File: config.mk
export PLATFORM = sky130hd
export DESIGN_NAME = vcr_timing
export DESIGN_NICKNAME = d
export VERILOG_FILES = /design/src/core/vcr_timing.v
export VERILOG_INCLUDE_DIRS = /design/src /design/src/pkg
export SDC_FILE = /design/constraint.sdc
export NUM_CORES = 1
export LEC_CHECK = 0
export ABC_AREA = 1
export BUFFER_PORTS_ARGS = -buffer_cell sky130_fd_sc_hd__buf_4
export CAP_MARGIN = 20
export CORE_MARGIN = 5
export CORE_UTILIZATION = 52
export DETAILED_ROUTE_END_ITERATION = 16
export PLACE_DENSITY_LB_ADDON = 0.05
export SYNTH_ARGS = -nofsm -noshare
export SYNTH_HDL_FRONTEND = slang
export SYNTH_SLANG_ARGS = --single-unit
export TNS_END_PERCENT = 20
File: constraint.sdc
create_clock -name ref_clk -period 2.1 [get_ports ref_clk]
set_input_delay 0.21 -clock ref_clk [delete_from_list [all_inputs] [get_ports ref_clk]]
set_output_delay 0.21 -clock ref_clk [all_outputs]
set_load 0.03 [all_outputs]
File: src/pkg/vcr_defs.vh
// constants for the character-row video timing generator
// What this block does
// - each scan line starts with both horizontal counters loaded to 3.
// - the low counter runs 3..15 first, then 0..15, bumping the group.
// - group 9 with low 8 makes the load that restarts the line at 3.
// - one line lasts 102 character clocks: 13, five times 16, then 9.
// - group bit 3 is the line advance, group bit 2 the display window.
// - refresh address bits 5..0 are group bits 1..0 and the low counter.
// - bus address takes over on ram select and mid-sync until cycle end.
// - the scan counter steps once a line and reads 15 on a row's first.
// - after 15 it counts 0..11, and at 11 it is loaded back to 15.
// - the glyph table gives a blank pattern for line address 15.
// - the glyph table takes the 7-bit code and line, gives nine dots.
// - one row-complete pulse per row steps the text row counter.
// - the row counter reloads on carry: 0 if flag low, 12 if high.
// - the character clock is the dot clock divided by nine.
// - the vertical flag toggles on each row carry: 16 shown, 4 blank.
`ifndef VCR_DEFS_VH
`define VCR_DEFS_VH

// ****************************************************************
// clock division
// ****************************************************************
`define VCR_DOT_PRESET 4'h7
`define VCR_DOT_LAST 4'hF
`define VCR_CCLK_FROM 4'hB
`define VCR_DOTS_PER_CHAR 9

// ****************************************************************
// horizontal counters
// ****************************************************************
`define VCR_HV_PRESET 4'h3
`define VCR_LOW_LAST 4'hF
`define VCR_GRP_END 4'h9
`define VCR_LOW_END 4'h8
`define VCR_ADV_BIT 3
`define VCR_HORIZ_DISPLAY_WINDOW_BIT 2
`define VCR_LINE_CHARS 102

// ****************************************************************
// scan and text row counters
// ****************************************************************
`define VCR_SCAN_BLANK 4'hF
`define VCR_SCAN_LAST 4'hB
`define VCR_TEXT_ACTIVE 4'h0
`define VCR_TEXT_BLANK 4'hC
`define VCR_TEXT_LAST 4'hF

// ****************************************************************
// character stream buffer
// ****************************************************************
`define VCR_FIFO_WIDTH 7
`define VCR_FIFO_DEPTH 32
`define VCR_FIFO_AW 5

`endif
File: src/core/vcr_timing.v
// character-row video timing generator with its code buffer
`include "vcr_defs.vh"

// ****************************************************************
// code buffer: flags come from flops so the top stays registered
// ****************************************************************
module vcr_fifo #(
    parameter WIDTH = `VCR_FIFO_WIDTH,
    parameter DEPTH = `VCR_FIFO_DEPTH,
    parameter AW = `VCR_FIFO_AW
) (
    // clock and reset
    input wire ref_clk,
    input wire reset,
    // fill side
    input wire in_valid,
    input wire [WIDTH-1:0] in_data,
    output reg in_ready_reg,
    // drain side
    output reg out_valid_reg,
    output wire [WIDTH-1:0] out_data,
    input wire out_ready
);
    reg [WIDTH-1:0] mem [0:DEPTH-1];
    reg [AW-1:0] wr_ptr_reg;
    reg [AW-1:0] rd_ptr_reg;
    reg [AW:0] count_reg;
    reg [AW:0] count_next;
    wire push;
    wire pop;
    assign push = in_valid & in_ready_reg;
    assign pop = out_valid_reg & out_ready;
    assign out_data = mem[rd_ptr_reg];
    // occupancy after this edge
    always @* begin
        count_next = count_reg;
        if (push & ~pop) begin
            count_next = count_reg + 1'b1;
        end else if (pop & ~push) begin
            count_next = count_reg - 1'b1;
        end
    end
    // storage has no reset; only pointers matter
    always @(posedge ref_clk) begin
        if (push) begin
            mem[wr_ptr_reg] <= in_data;
        end
    end
    // pointers and flags
    always @(posedge ref_clk or posedge reset) begin
        if (reset) begin
            wr_ptr_reg <= {AW{1'b0}};
            rd_ptr_reg <= {AW{1'b0}};
            count_reg <= {(AW+1){1'b0}};
            in_ready_reg <= 1'b0;
            out_valid_reg <= 1'b0;
        end else begin
            if (push) begin
                wr_ptr_reg <= wr_ptr_reg + 1'b1;
            end
            if (pop) begin
                rd_ptr_reg <= rd_ptr_reg + 1'b1;
            end
            count_reg <= count_next;
            in_ready_reg <= (count_next != DEPTH[AW:0]);
            out_valid_reg <= (count_next != {(AW+1){1'b0}});
        end
    end
endmodule

// ****************************************************************
// timing generator top
// ****************************************************************
module vcr_timing (
    // clock and reset
    input wire ref_clk,
    input wire reset,
    // bus side pins
    input wire display_ram_select,
    input wire sync_not_phase2,
    input wire access_end,
    input wire [5:0] bus_addr,
    // character codes from the display ram latch
    input wire code_valid,
    input wire [6:0] code_data,
    output wire code_ready,
    // dot patterns toward the video shifter
    output reg pix_valid_reg,
    output reg [8:0] pix_data_reg,
    input wire pix_ready,
    // timing outputs
    output reg char_clock_reg,
    output reg line_advance_pulse_reg,
    output reg horiz_display_window_reg,
    output reg vert_display_flag_reg,
    output reg row_complete_reg,
    output reg [3:0] scan_line_reg,
    output reg [3:0] text_row_reg,
    output reg [5:0] ram_addr_reg,
    output reg bus_owns_addr_reg
);
    // glyph lookup; only a few shapes are tabled here
    function [8:0] vcr_glyph;
        input [6:0] code;
        input [3:0] line;
        begin
            vcr_glyph = 9'h000;
            if (line == `VCR_SCAN_BLANK) begin
                vcr_glyph = 9'h000;
            end else if (code == 7'h49) begin
                case (line)
                    4'h0, 4'h8: vcr_glyph = 9'h0F8;
                    4'h1, 4'h2, 4'h3, 4'h4, 4'h5, 4'h6,
                    4'h7: vcr_glyph = 9'h020;
                    default: vcr_glyph = 9'h000;
                endcase
            end else if (code == 7'h70) begin
                case (line)
                    4'h3, 4'h8: vcr_glyph = 9'h170;
                    4'h4, 4'h7: vcr_glyph = 9'h188;
                    4'h5, 4'h6: vcr_glyph = 9'h108;
                    4'h9, 4'hA, 4'hB: vcr_glyph = 9'h100;
                    default: vcr_glyph = 9'h000;
                endcase
            end else if (code[6:5] != 2'b00 && line < 4'h9) begin
                // untabled printable codes show as a hollow box
                if (line == 4'h0 || line == 4'h8) begin
                    vcr_glyph = 9'h1F0;
                end else begin
                    vcr_glyph = 9'h110;
                end
            end
        end
    endfunction

    // ************************************************************
    // pin synchronisers
    // ************************************************************
    reg sel_meta_reg;
    reg sel_sync_reg;
    reg snp_meta_reg;
    reg snp_sync_reg;
    reg snp_prev_reg;
    reg end_meta_reg;
    reg end_sync_reg;
    reg [5:0] addr_meta_reg;
    reg [5:0] addr_sync_reg;
    always @(posedge ref_clk or posedge reset) begin
        if (reset) begin
            sel_meta_reg <= 1'b0;
            sel_sync_reg <= 1'b0;
            snp_meta_reg <= 1'b0;
            snp_sync_reg <= 1'b0;
            snp_prev_reg <= 1'b0;
            end_meta_reg <= 1'b0;
            end_sync_reg <= 1'b0;
            addr_meta_reg <= 6'h00;
            addr_sync_reg <= 6'h00;
        end else begin
            sel_meta_reg <= display_ram_select;
            sel_sync_reg <= sel_meta_reg;
            snp_meta_reg <= sync_not_phase2;
            snp_sync_reg <= snp_meta_reg;
            snp_prev_reg <= snp_sync_reg;
            end_meta_reg <= access_end;
            end_sync_reg <= end_meta_reg;
            addr_meta_reg <= bus_addr;
            addr_sync_reg <= addr_meta_reg;
        end
    end

    // ************************************************************
    // dot to character clock division
    // ************************************************************
    reg [3:0] dot_cnt_reg;
    wire char_tick;

    // preset 7 then count to 15: nine dots a character
    assign char_tick = (dot_cnt_reg == `VCR_DOT_LAST);
    always @(posedge ref_clk or posedge reset) begin
        if (reset) begin
            dot_cnt_reg <= `VCR_DOT_PRESET;
            char_clock_reg <= 1'b0;
        end else begin
            if (char_tick) begin
                dot_cnt_reg <= `VCR_DOT_PRESET;
            end else begin
                dot_cnt_reg <= dot_cnt_reg + 1'b1;
            end
            // high five dots, low four
            char_clock_reg <= (dot_cnt_reg >= `VCR_CCLK_FROM);
        end
    end

    // ************************************************************
    // horizontal position counters
    // ************************************************************
    reg [3:0] low_cnt_reg;
    reg [3:0] grp_cnt_reg;
    reg [3:0] low_next;
    reg [3:0] grp_next;
    wire line_load;
    wire line_end;

    assign line_load = (grp_cnt_reg == `VCR_GRP_END) &&
        (low_cnt_reg == `VCR_LOW_END);
    assign line_end = char_tick & line_load;

    // next counter values, stepped only on the character tick
    always @* begin
        low_next = low_cnt_reg;
        grp_next = grp_cnt_reg;
        if (char_tick) begin
            if (line_load) begin
                low_next = `VCR_HV_PRESET;
                grp_next = `VCR_HV_PRESET;
            end else begin
                low_next = low_cnt_reg + 1'b1;
                if (low_cnt_reg == `VCR_LOW_LAST) begin
                    grp_next = grp_cnt_reg + 1'b1;
                end
            end
        end
    end

    always @(posedge ref_clk or posedge reset) begin
        if (reset) begin
            low_cnt_reg <= `VCR_HV_PRESET;
            grp_cnt_reg <= `VCR_HV_PRESET;
            line_advance_pulse_reg <= 1'b0;
            horiz_display_window_reg <= 1'b0;
        end else begin
            low_cnt_reg <= low_next;
            grp_cnt_reg <= grp_next;
            line_advance_pulse_reg <= grp_next[`VCR_ADV_BIT];
            horiz_display_window_reg <= grp_next[`VCR_HORIZ_DISPLAY_WINDOW_BIT];
        end
    end

    // ************************************************************
    // display ram low address multiplexer
    // ************************************************************
    wire take_bus;
    // a mid-sync rise while the ram is selected claims the address
    assign take_bus = sel_sync_reg & snp_sync_reg & ~snp_prev_reg;

    always @(posedge ref_clk or posedge reset) begin
        if (reset) begin
            bus_owns_addr_reg <= 1'b0;
            ram_addr_reg <= 6'h00;
        end else begin
            // set beats clear so a claim at cycle end is kept
            if (take_bus) begin
                bus_owns_addr_reg <= 1'b1;
            end else if (end_sync_reg) begin
                bus_owns_addr_reg <= 1'b0;
            end
            if (bus_owns_addr_reg) begin
                ram_addr_reg <= addr_sync_reg;
            end else begin
                ram_addr_reg <= {grp_next[1:0], low_next};
            end
        end
    end

    // ************************************************************
    // scan line and text row counters
    // ************************************************************
    wire row_last;
    wire row_carry;
    wire vert_display_flag_next;

    assign row_last = (scan_line_reg == `VCR_SCAN_LAST) & line_end;
    assign row_carry = row_last &
        (text_row_reg == `VCR_TEXT_LAST);
    // reload value follows the flag as it stands after the toggle
    assign vert_display_flag_next = vert_display_flag_reg ^ row_carry;

    always @(posedge ref_clk or posedge reset) begin
        if (reset) begin
            scan_line_reg <= `VCR_SCAN_BLANK;
            text_row_reg <= `VCR_TEXT_ACTIVE;
            vert_display_flag_reg <= 1'b0;
            row_complete_reg <= 1'b0;
        end else begin
            row_complete_reg <= row_last;
            vert_display_flag_reg <= vert_display_flag_next;
            if (row_last) begin
                scan_line_reg <= `VCR_SCAN_BLANK;
            end else if (line_end) begin
                scan_line_reg <= scan_line_reg + 1'b1;
            end
            if (row_carry) begin
                text_row_reg <= vert_display_flag_next ? `VCR_TEXT_BLANK :
                    `VCR_TEXT_ACTIVE;
            end else if (row_last) begin
                text_row_reg <= text_row_reg + 1'b1;
            end
        end
    end

    // ************************************************************
    // character stream and glyph lookup
    // ************************************************************
    wire buf_valid;
    wire [6:0] buf_data;
    wire buf_take;
    // the shifter stalling leaves codes in the buffer until it fills
    assign buf_take = ~pix_valid_reg | pix_ready;

    vcr_fifo #(
        .WIDTH(`VCR_FIFO_WIDTH),
        .DEPTH(`VCR_FIFO_DEPTH),
        .AW(`VCR_FIFO_AW)
    ) u_fifo (
        .ref_clk(ref_clk),
        .reset(reset),
        .in_valid(code_valid),
        .in_data(code_data),
        .in_ready_reg(code_ready),
        .out_valid_reg(buf_valid),
        .out_data(buf_data),
        .out_ready(buf_take)
    );

    // pattern uses the scan line current when the code is taken
    always @(posedge ref_clk or posedge reset) begin
        if (reset) begin
            pix_valid_reg <= 1'b0;
            pix_data_reg <= 9'h000;
        end else if (buf_take) begin
            pix_valid_reg <= buf_valid;
            if (buf_valid) begin
                pix_data_reg <= vcr_glyph(buf_data, scan_line_reg);
            end
        end
    end
endmodule

==> results of run 1 <==
cells in the mapped netlist (all sizes together), types with 2 or more instances:
cell    number  area share (%)
xor2        12            0.83
dfrtp       63              13
inv        115             3.4
edfxtp     224              53
nor3         6            0.24
o211ai       6            0.36
o22ai        3            0.15
xnor2        2            0.14
dfstp       11             2.3
buf         39             1.9
nand3       99             4.0
nand4        8            0.40
o21ai       66             2.6
or2          2           0.099
nand2      336              10
nor2       144             4.4
clkbuf       5            0.15
ha          18             1.8
a21oi       21            0.83
cell type report:
cell class / count / area (µm²) / share of cell area [%]
clock buffers: 42 / 932 / 5.99
flip-flops and latches: 298 / 8600 / 55.3
well taps: 324 / 405 / 2.61
inverters: 116 / 444 / 2.86
clock inverters: 19 / 214 / 1.38
repair buffers: 149 / 1430 / 9.18
multi-input cells: 733 / 3540 / 22.7
worst max-delay path, cell delays in order (launching register included):
cell      delay, ns
dfrtp_4        0.53
buf_12         0.18
buf_8          0.14
buf_4          0.14
nand2_2        0.06
nand3_2        0.07
nand3_2        0.10
nand2_2        0.07
nor2_4         0.16
nand2_2        0.07
nand2_2        0.08
clkinv_1       0.07
nand2_2        0.07
nor2_4         0.05
nand2_2        0.09
nand2_2        0.06
nand2_2        0.07
nand2_2        0.06
nand2_2        0.07
nand2_2        0.05
power by group:
group	internal (mW)	switching [mW]
registers	6.89	0.316
clock network	3.66	2.28
logic	2.88	4.66
total	13.4	7.26
metrics by stage:
step	setup TNS (ns)	util, %	setup WS (ns)	instance area [µm²]	hold slack, ns
global placement	-2.01	57.7	-0.361	13900	0.219
global route	-2.41	64.5	-0.326	15600	0.0347
detailed placement	-1.96	57.7	-0.368	13900	0.223
floorplan	0	-	0.0266	12600	0.241
finish	-1.02	64.5	-0.199	15600	0.0420
CTS	-0.819	63.7	-0.166	15400	0.0224
worst max-delay path by stage:
stage | endpoint | slack [ns] | cells after the start
2_1_floorplan | addr_meta_reg[0]$_DFF_PP0_ | 0.03 | 1
3_3_place_gp | pix_data_reg[6]$_DFFE_PP0P_ | -0.36 | 18
3_5_place_dp | pix_data_reg[5]$_DFFE_PP0P_ | -0.37 | 18
4_1_cts | pix_data_reg[5]$_DFFE_PP0P_ | -0.17 | 19
5_1_grt | pix_data_reg[5]$_DFFE_PP0P_ | -0.33 | 16
6_report | pix_data_reg[5]$_DFFE_PP0P_ | -0.20 | 19
routing by layer:
layer	GRT usage [%]	part of all wire, %
met1	30.8	46
met2	34.0	46
met3	3.15	5.5
met4	5.77	2.1
met5	0	0
timing repair:
action | 4_1_cts | 5_1_grt
buffers inserted | 4 | 0
hold buffers | 11 | 0
setup endpoints to repair | 6 | 12
resized for setup | 33 | 50
pin swaps | 20 | 38
hold endpoints to repair | 31 | 0
cloned | 2 | 3
logic make-up (layout without fill, tap and decap cells):
group                    Yosys count  count (layout)  synth area share, %
other                              1               3               0.0297
AND/OR/NAND/NOR                  597             597                 19.3
XOR/XNOR                          14              14                0.973
buffers and inverters            160             326                 5.50
adder cells (fa/ha/maj)           18              18                 1.79
AO/OA/AOI/OAI                    101             101                 4.27
flip-flops                       298             298                 68.2
==> results.cfg, run 1 <==
[setup_path]
cp.required_ns = 2.49
cp-startpoint = u_fifo.rd_ptr_reg[0]$_DFFE_PP0P_
crit_arrival_ns = 2.69
end_kind = register
reg2regPathDepth = 19
cp_max_fo = 7
start_kind = register
timing.rr.end = pix_data_reg[5]$_DFFE_PP0P_
crit_type = reg2reg
rr_startpoint = u_fifo.rd_ptr_reg[0]$_DFFE_PP0P_
r2r_slack_ns = -0.20

[synth]
async_reset_ff_share_pct = 24.8
synthFlopType = edfxtp_1
synth_cell_type_count = 37
avgSynthCellArea_um2 = 10.6
yosysWarnings = 0
synth-seq-cells = 298
netlist_area_um2 = 12600
synth_edf_count = 224
yosysSeqAreaShare_pct = 68.2
synthCells = 1189

[finish]
largest-register = u_fifo.mem
layout_commonest_cell = nand2_1
fillers = 1937
layout.nets = 1370
diodes = 0
area_delta_synth_final_pct = 23.4
mostFrequentLayoutCells = nand2_1, edfxtp_1, nor2_1
fin_cells = 1681
drive_above_1_share_pct = 19.8
largest_reg_flops = 224

[sta]
maxSlewViolCount = 0
hold_violations = 0
skew_ns = 0.0188
fmax_mhz = 435
finalSetupViolCount = 6
timing.final.crit_share_pct = 109
fin_crit_ns = 2.30
slew_headroom_pct = 60.6
setup_ws_ns = -0.199
rsz0062_at_grt = yes
worstMarginPinSlew_ns = 0.584

[floorplanning]
dieWidth_um = 166
start_util_pct = 52.3
die_height_um = 166
ios = 51
dieArea_um2 = 27500
rows = 57
core_um2 = 24100

[route]
viasPerCell = 5.16
dr.pass1.iters = 5
drtIter0Drc = 543
dr_total_vias = 8668
drc = 0
ant_nets = 0
wire_per_inst_um = 17.4
routed_wl_um = 29200

[grt]
track_usage_pct = 21.2
grt_antenna_before_repair = 0
grt_pass1_wl_um = 46800
grt_max_degree = 36
grt_pass1_vias = 8461
grt_overflow = 0

[run_status]
violations = setup timing
status = finished with violations

[hold_path]
min-delay-start = code_valid
worstHoldEndpoint = u_fifo.wr_ptr_reg[0]$_DFFE_PP0P_
min_path_cells = 3
holdCritPathClass = in2reg

[placement]
gp_congestion = 0.822
io_buffers = 47
dp_hpwl_um = 18300
dp_cells = 1601

[clock_network]
clock_sinks = 298
cts_buffer_depth = 3
tritoncts = yes
h-tree-depth = 2
clkLatencyLatePin_ns = 0.50
cts_root_buffer = clkbuf_16
cts.clk_slew.worst_paths_ns = 0.06
cts_inserted_buffers = 34

[pwr]
p_leak_nw = 6.46
vdd_drop_max_uv = 681
power.total_mw = 20.7
pwr_density_cell_nw_per_um2 = 1330

[job]
cap_violations = 0
No activity file was read; power rests on OpenSTA's default activity.
==> run 2, diff against run 1 <==
clock period = 2.5 ns   (was 2.1 ns; I/O delays follow)
==> results.cfg, run 2 (same netlist as run 1, synthesis figures left out) <==
[clock_network]
cts_inserted_buffers = 34
cts_root_buffer = clkbuf_16
post-cts-setup-buffer-count = 0
tritoncts = yes
clkLatencyLatePin_ns = 0.50
cts_buffer_depth = 3
h-tree-depth = 2
cts.clk_slew.worst_paths_ns = 0.06
clock_sinks = 298

[pwr]
p_leak_nw = 6.14
comb_power_share_pct = 31.8
vdd_drop_max_uv = 584
p_sw_share_pct = 35.0
switchingPower_mw = 5.57
intPower_mw = 10.3
pwr-share-seq_pct = 38.1
pwr_density_cell_nw_per_um2 = 1070
power.total_mw = 15.9
p_clk_share_pct = 30.0

[route]
wire_per_inst_um = 17.6
viasPerCell = 5.16
dr_total_vias = 8465
dr.pass1.iters = 5
ant_nets = 0
routed_wl_um = 28900
drc = 0
drtIter0Drc = 630

[placement]
gp_congestion = 0.856
dp_hpwl_um = 17800
dp_cells = 1566
io_buffers = 47
pre_cts_ws_ns = 0.197

[floorplanning]
dieArea_um2 = 27500
ios = 51
rows = 57
core_um2 = 24100
die_height_um = 166
start_util_pct = 52.3
dieWidth_um = 166

[sta]
fin_tns_setup_ns = 0
rsz0062_at_grt = no
maxSlewViolCount = 0
slew_headroom_pct = 51.4
setup_ws_ns = 0.254
skew_ns = 0.0114
timing.final.crit_share_pct = 89.8
hold_violations = 0
worstMarginPinSlew_ns = 0.726
fmax_mhz = 445
finalSetupViolCount = 0
fin_crit_ns = 2.25

[finish]
mostFrequentLayoutCells = nand2_1, edfxtp_1, nor2_1
fin_cells = 1639
seq_area_um2 = 8600
layout_commonest_cell = nand2_1
fillers = 2038
largest-register = u_fifo.mem
largest_reg_flops = 224
multi_input_area_um2 = 3340
area_delta_synth_final_pct = 17.5
diodes = 0
drive_above_1_share_pct = 12.8
layout.nets = 1329

[hold_path]
min-delay-start = code_valid
holdCritPathClass = in2reg

[grt]
grt_pass1_wl_um = 44600
track_usage_pct = 20.5
grt_antenna_before_repair = 0
grt_overflow = 0
grt_max_degree = 71
grt_pass1_vias = 8053

[setup_path]
rr_startpoint = u_fifo.rd_ptr_reg[0]$_DFFE_PP0P_
cp-startpoint = u_fifo.rd_ptr_reg[0]$_DFFE_PP0P_
crit_arrival_ns = 2.63
end_kind = register
crit_type = reg2reg
cp_max_fo = 27
start_kind = register
cp.required_ns = 2.88

[run_status]
status = completed

[job]
cap_violations = 0
run 2: cell count changes in the layout (fill, tap and decap cells not counted), moves of 7 or more:
cell     previous run  this run
buf_4             112        88
nand2_1           313       333
nand2_2            21         3
nor2_1            128       140
nor2_2             10         1
a21oi_1            13        21
buf_12             14         6
nand3_1            90        98
a21oi_2             7         0
nand3_2             8         1
o21ai_0            49        56
run 2: layer usage:
metal	track usage, %	wire length, µm
met5	0	0
met4	6.17	696
met2	32.3	13500
met1	29.9	13300
met3	3.12	1480
run 2: power groups by stage:
stage | combinational [mW] | clock, mW | sequential [mW]
after floorplan | 3.29 | 0 | 6.15
after global placement | 4.84 | 0 | 6.14
after detailed placement | 4.86 | 0 | 6.14
after CTS | 4.89 | 4.88 | 6.05
after global routing | 5.61 | 5.10 | 6.11
final | 5.06 | 4.77 | 6.06
run 2: area by class of cell:
class | count | area share [%]
Multi-Input combinational cell | 733 | 22.5
Tap cell | 324 | 2.74
Inverter | 116 | 2.96
Sequential cell | 298 | 58.0
Clock buffer | 46 | 6.57
Timing Repair Buffer | 108 | 6.43
Clock inverter | 14 | 0.735
run 2: worst paths after layout:
path	to	slack [ns]	cells after the start
setup / recovery	pix_data_reg[6]$_DFFE_PP0P_	0.25	15
hold reg to reg	addr_sync_reg[2]$_DFF_PP0_	0.34	0
setup reg to reg	pix_data_reg[6]$_DFFE_PP0P_	0.25	15
hold / removal	u_fifo.wr_ptr_reg[0]$_DFFE_PP0P_	0.09	3
min in group asynchronous	u_fifo.rd_ptr_reg[4]$_DFFE_PP0P_	0.37	3
max in group asynchronous	low_cnt_reg[1]$_DFF_PP1_	1.44	4
run 2: repair_timing:
item / 4_1_cts / 5_1_grt
resized for setup: 0 / 5
hold buffers: 11 / 0
endpoints found under the hold margin: 40 / 0
endpoints found under the setup margin: 0 / 3
run 2: worst max-delay path: stages, from the launching register on:
cell     delay, ns
dfrtp_4       0.52
inv_4         0.14
buf_12        0.21
nand2_1       0.08
nand2_1       0.10
nand2_1       0.07
nand3_1       0.07
nand3_1       0.13
nand2_1       0.09
nand2_1       0.07
nor2_1        0.10
nand2_1       0.09
nor2_4        0.16
a21oi_1       0.14
nand2_1       0.10
nand2_1       0.06
run 2: metrics by stage:
step | area [µm²] | hold slack, ns | util (%)
2_1_floorplan | 12600 | 0.281 | -
3_3_place_gp | 13600 | 0.333 | 56.2
3_5_place_dp | 13600 | 0.336 | 56.2
4_1_cts | 14700 | 0.0739 | 61.2
5_1_grt | 14800 | 0.0995 | 61.5
6_report | 14800 | 0.0876 | 61.5
==> run 3, diff against run 2 <==
ABC_AREA = not set   (was 1)
==> results.cfg, run 3 <==
[run_status]
status = finished with violations
violations = setup timing

[floorplanning]
rows = 55
dieArea_um2 = 26400
core_um2 = 22800
dieWidth_um = 163
ios = 51
start_util_pct = 53.1
die_height_um = 163

[sta]
worstMarginPinSlew_ns = 0.554
slew_headroom_pct = 63.0
maxSlewViolCount = 0
setup_ws_ns = -0.513
skew_ns = 0.0131
holdWs_ns = 0.131
rsz0062_at_grt = yes
timing.final.crit_share_pct = 121
fin_crit_ns = 3.01
hold_violations = 0
fmax_mhz = 332
finalSetupViolCount = 6
fin_tns_setup_ns = -2.71

[route]
drtIter0Drc = 651
routed_wl_um = 28200
wire_per_inst_um = 22.5
viasPerCell = 5.81
dr_total_vias = 7298
drc = 0
dr.pass1.iters = 7
ant_nets = 0

[synth]
synthMuxAreaShare_pct = 9.06
synthFlopType = edfxtp_1
synth_largest_area_cell = edfxtp_1
synth_cell_type_count = 76
yosysSeqAreaShare_pct = 71.0
synth-simple-area-share_pct = 8.04
synth_edf_count = 224
yosysWarnings = 0
synthCells = 746
synthTopCellsByCount = edfxtp_1, dfrtp_1, nor2_1
avgSynthCellArea_um2 = 16.2
synth_compound_area_share_pct = 6.58
synth-seq-cells = 298
synthTopCellsByArea = edfxtp_1, dfrtp_1, mux4_2
netlist_area_um2 = 12100
async_reset_ff_share_pct = 24.8
synthXorXnorAreaFrac_pct = 1.01
post-synth-top-count-cell = edfxtp_1
synth_top_family_by_area = multiplexers
synth_top_area_share_pct = 55.6
synth_fa_ha_area_share_pct = 1.86

[clock_network]
cts_root_buffer = clkbuf_16
cts_inserted_buffers = 30
cts.clk_slew.worst_paths_ns = 0.06
clkLatencyLatePin_ns = 0.55
cts_buffer_depth = 3
clock_sinks = 298
tritoncts = yes
h-tree-depth = 1

[hold_path]
min-delay-start = code_data[6]
worstHoldEndpoint = u_fifo.mem[6][6]$_DFFE_PP_
holdCritPathClass = in2reg
min_path_cells = 1

[grt]
grt_pass1_vias = 7304
grt_overflow = 0
grt_max_degree = 57
track_usage_pct = 21.6
grt_pass1_wl_um = 43500
grt_antenna_before_repair = 1

[pwr]
intPower_mw = 10.9
p_sw_share_pct = 31.3
switchingPower_mw = 4.95
pwr_density_cell_nw_per_um2 = 1070
power.total_mw = 15.8
vdd_drop_max_uv = 638
pwr-share-seq_pct = 38.7
p_leak_nw = 5.44
comb_power_share_pct = 35.5
p_clk_share_pct = 25.8

[finish]
finish.instance_area_um2 = 14700
mostFrequentLayoutCells = edfxtp_1, buf_4, dfrtp_1
layout_commonest_cell = edfxtp_1
layout.nets = 962
area_delta_synth_final_pct = 21.8
drive_above_1_share_pct = 30.4
largest_reg_flops = 224
largest-register = u_fifo.mem
fin_util_pct = 64.7
diodes = 0

[setup_path]
reg2regPathDepth = 9
end_kind = register
crit_buf_inv = 2
slowest_delay_ns = 0.54
critical-path-top-delay-family = multiplexers
start_kind = register
timing.rr.end = pix_data_reg[4]$_DFFE_PP0P_
rr_startpoint = u_fifo.rd_ptr_reg[0]$_DFFE_PP0P_
crit_chain = buf_12, buf_8, mux4_2, mux4_2, o22ai_4, nand4b_1, nor2_1, nor2b_1, a221o_1
r2r_slack_ns = -0.51
cp_max_fo = 7
slowest_stage = mux4_2
crit_arrival_ns = 3.43
crit_type = reg2reg
cp.required_ns = 2.92
path_common_cell = mux4_2

[placement]
gp_congestion = 0.930
io_buffers = 47
place_area_um2 = 13500
dp_hpwl_um = 18500

[job]
cap_violations = 0
-- run 3: stage by stage --
step,setup slack [ns],instances
finish,-0.513,1256
global route,-0.619,1256
global placement,-0.493,1173
CTS,-0.504,1250
floorplan,-0.154,748
detailed placement,-0.594,1173
-- run 3: power groups by stage --
| stage | registers (mW) | logic, mW | clock network, mW |
|---|---|---|---|
| 6_report | 6.12 | 5.61 | 4.09 |
| 5_1_grt | 6.15 | 5.96 | 4.40 |
| 4_1_cts | 6.11 | 5.47 | 4.17 |
| 3_5_place_dp | 6.22 | 4.93 | 0 |
| 3_3_place_gp | 6.19 | 4.83 | 0 |
| 2_1_floorplan | 6.12 | 2.99 | 0 |
-- run 3: logic make-up after synthesis --
group,count (synthesis)
buf+inv,55
xor+xnor,14
other cells,1
flops,298
fa+ha+maj,18
mux,60
simple gates,187
compound gates,113
-- run 3: worst max-delay path by stage --
| stage | start | cells past startpoint | end |
|---|---|---|---|
| 2_1_floorplan | u_fifo.rd_ptr_reg[0]$_DFFE_PP0P_ | 11 | pix_data_reg[4]$_DFFE_PP0P_ |
| 3_3_place_gp | u_fifo.rd_ptr_reg[0]$_DFFE_PP0P_ | 11 | pix_data_reg[4]$_DFFE_PP0P_ |
| 3_5_place_dp | u_fifo.rd_ptr_reg[0]$_DFFE_PP0P_ | 11 | pix_data_reg[4]$_DFFE_PP0P_ |
| 4_1_cts | u_fifo.rd_ptr_reg[0]$_DFFE_PP0P_ | 9 | pix_data_reg[4]$_DFFE_PP0P_ |
| 5_1_grt | u_fifo.rd_ptr_reg[0]$_DFFE_PP0P_ | 9 | pix_data_reg[4]$_DFFE_PP0P_ |
| 6_report | u_fifo.rd_ptr_reg[0]$_DFFE_PP0P_ | 9 | pix_data_reg[4]$_DFFE_PP0P_ |
-- run 3: what timing repair did --
| action | CTS | global route |
|---|---|---|
| endpoints found under the setup margin | 6 | 6 |
| gates cloned | 2 | 0 |
| hold buffers | 11 | 0 |
| hold endpoints to repair | 28 | 0 |
| resized for setup | 16 | 3 |
| pin swaps | 12 | 4 |
| buffers inserted | 13 | 6 |
-- run 3: per-layer routing --
metal  global-route usage, %  vias to the layer above  wire [µm]
met2                    34.5                      271      13600
met3                    3.64                       50       1710
met4                    5.34                        2        697
met1                    31.6                     3719      12300
met5                       0                        -         13
li1                        -                     3256          -
-- run 3: cell type report --
| class | count | area [µm²] |
|---|---|---|
| sequential | 298 | 8590 |
| fill | 1592 | 8040 |
| multi-input combinational | 395 | 3310 |
| timing repair buffer | 179 | 1490 |
| clock buffer | 38 | 802 |
| tap | 313 | 392 |
| clock inverter | 13 | 81.3 |
| inverter | 20 | 75.1 |
-- run 3: worst reg2reg max path, cell delays in order (launching register included) --
cell      delay (ns)
dfrtp_2         0.45
buf_12          0.16
buf_8           0.13
mux4_2          0.53
mux4_2          0.54
o22ai_4         0.21
nand4b_1        0.24
nor2_1          0.22
nor2b_1         0.08
a221o_1         0.33
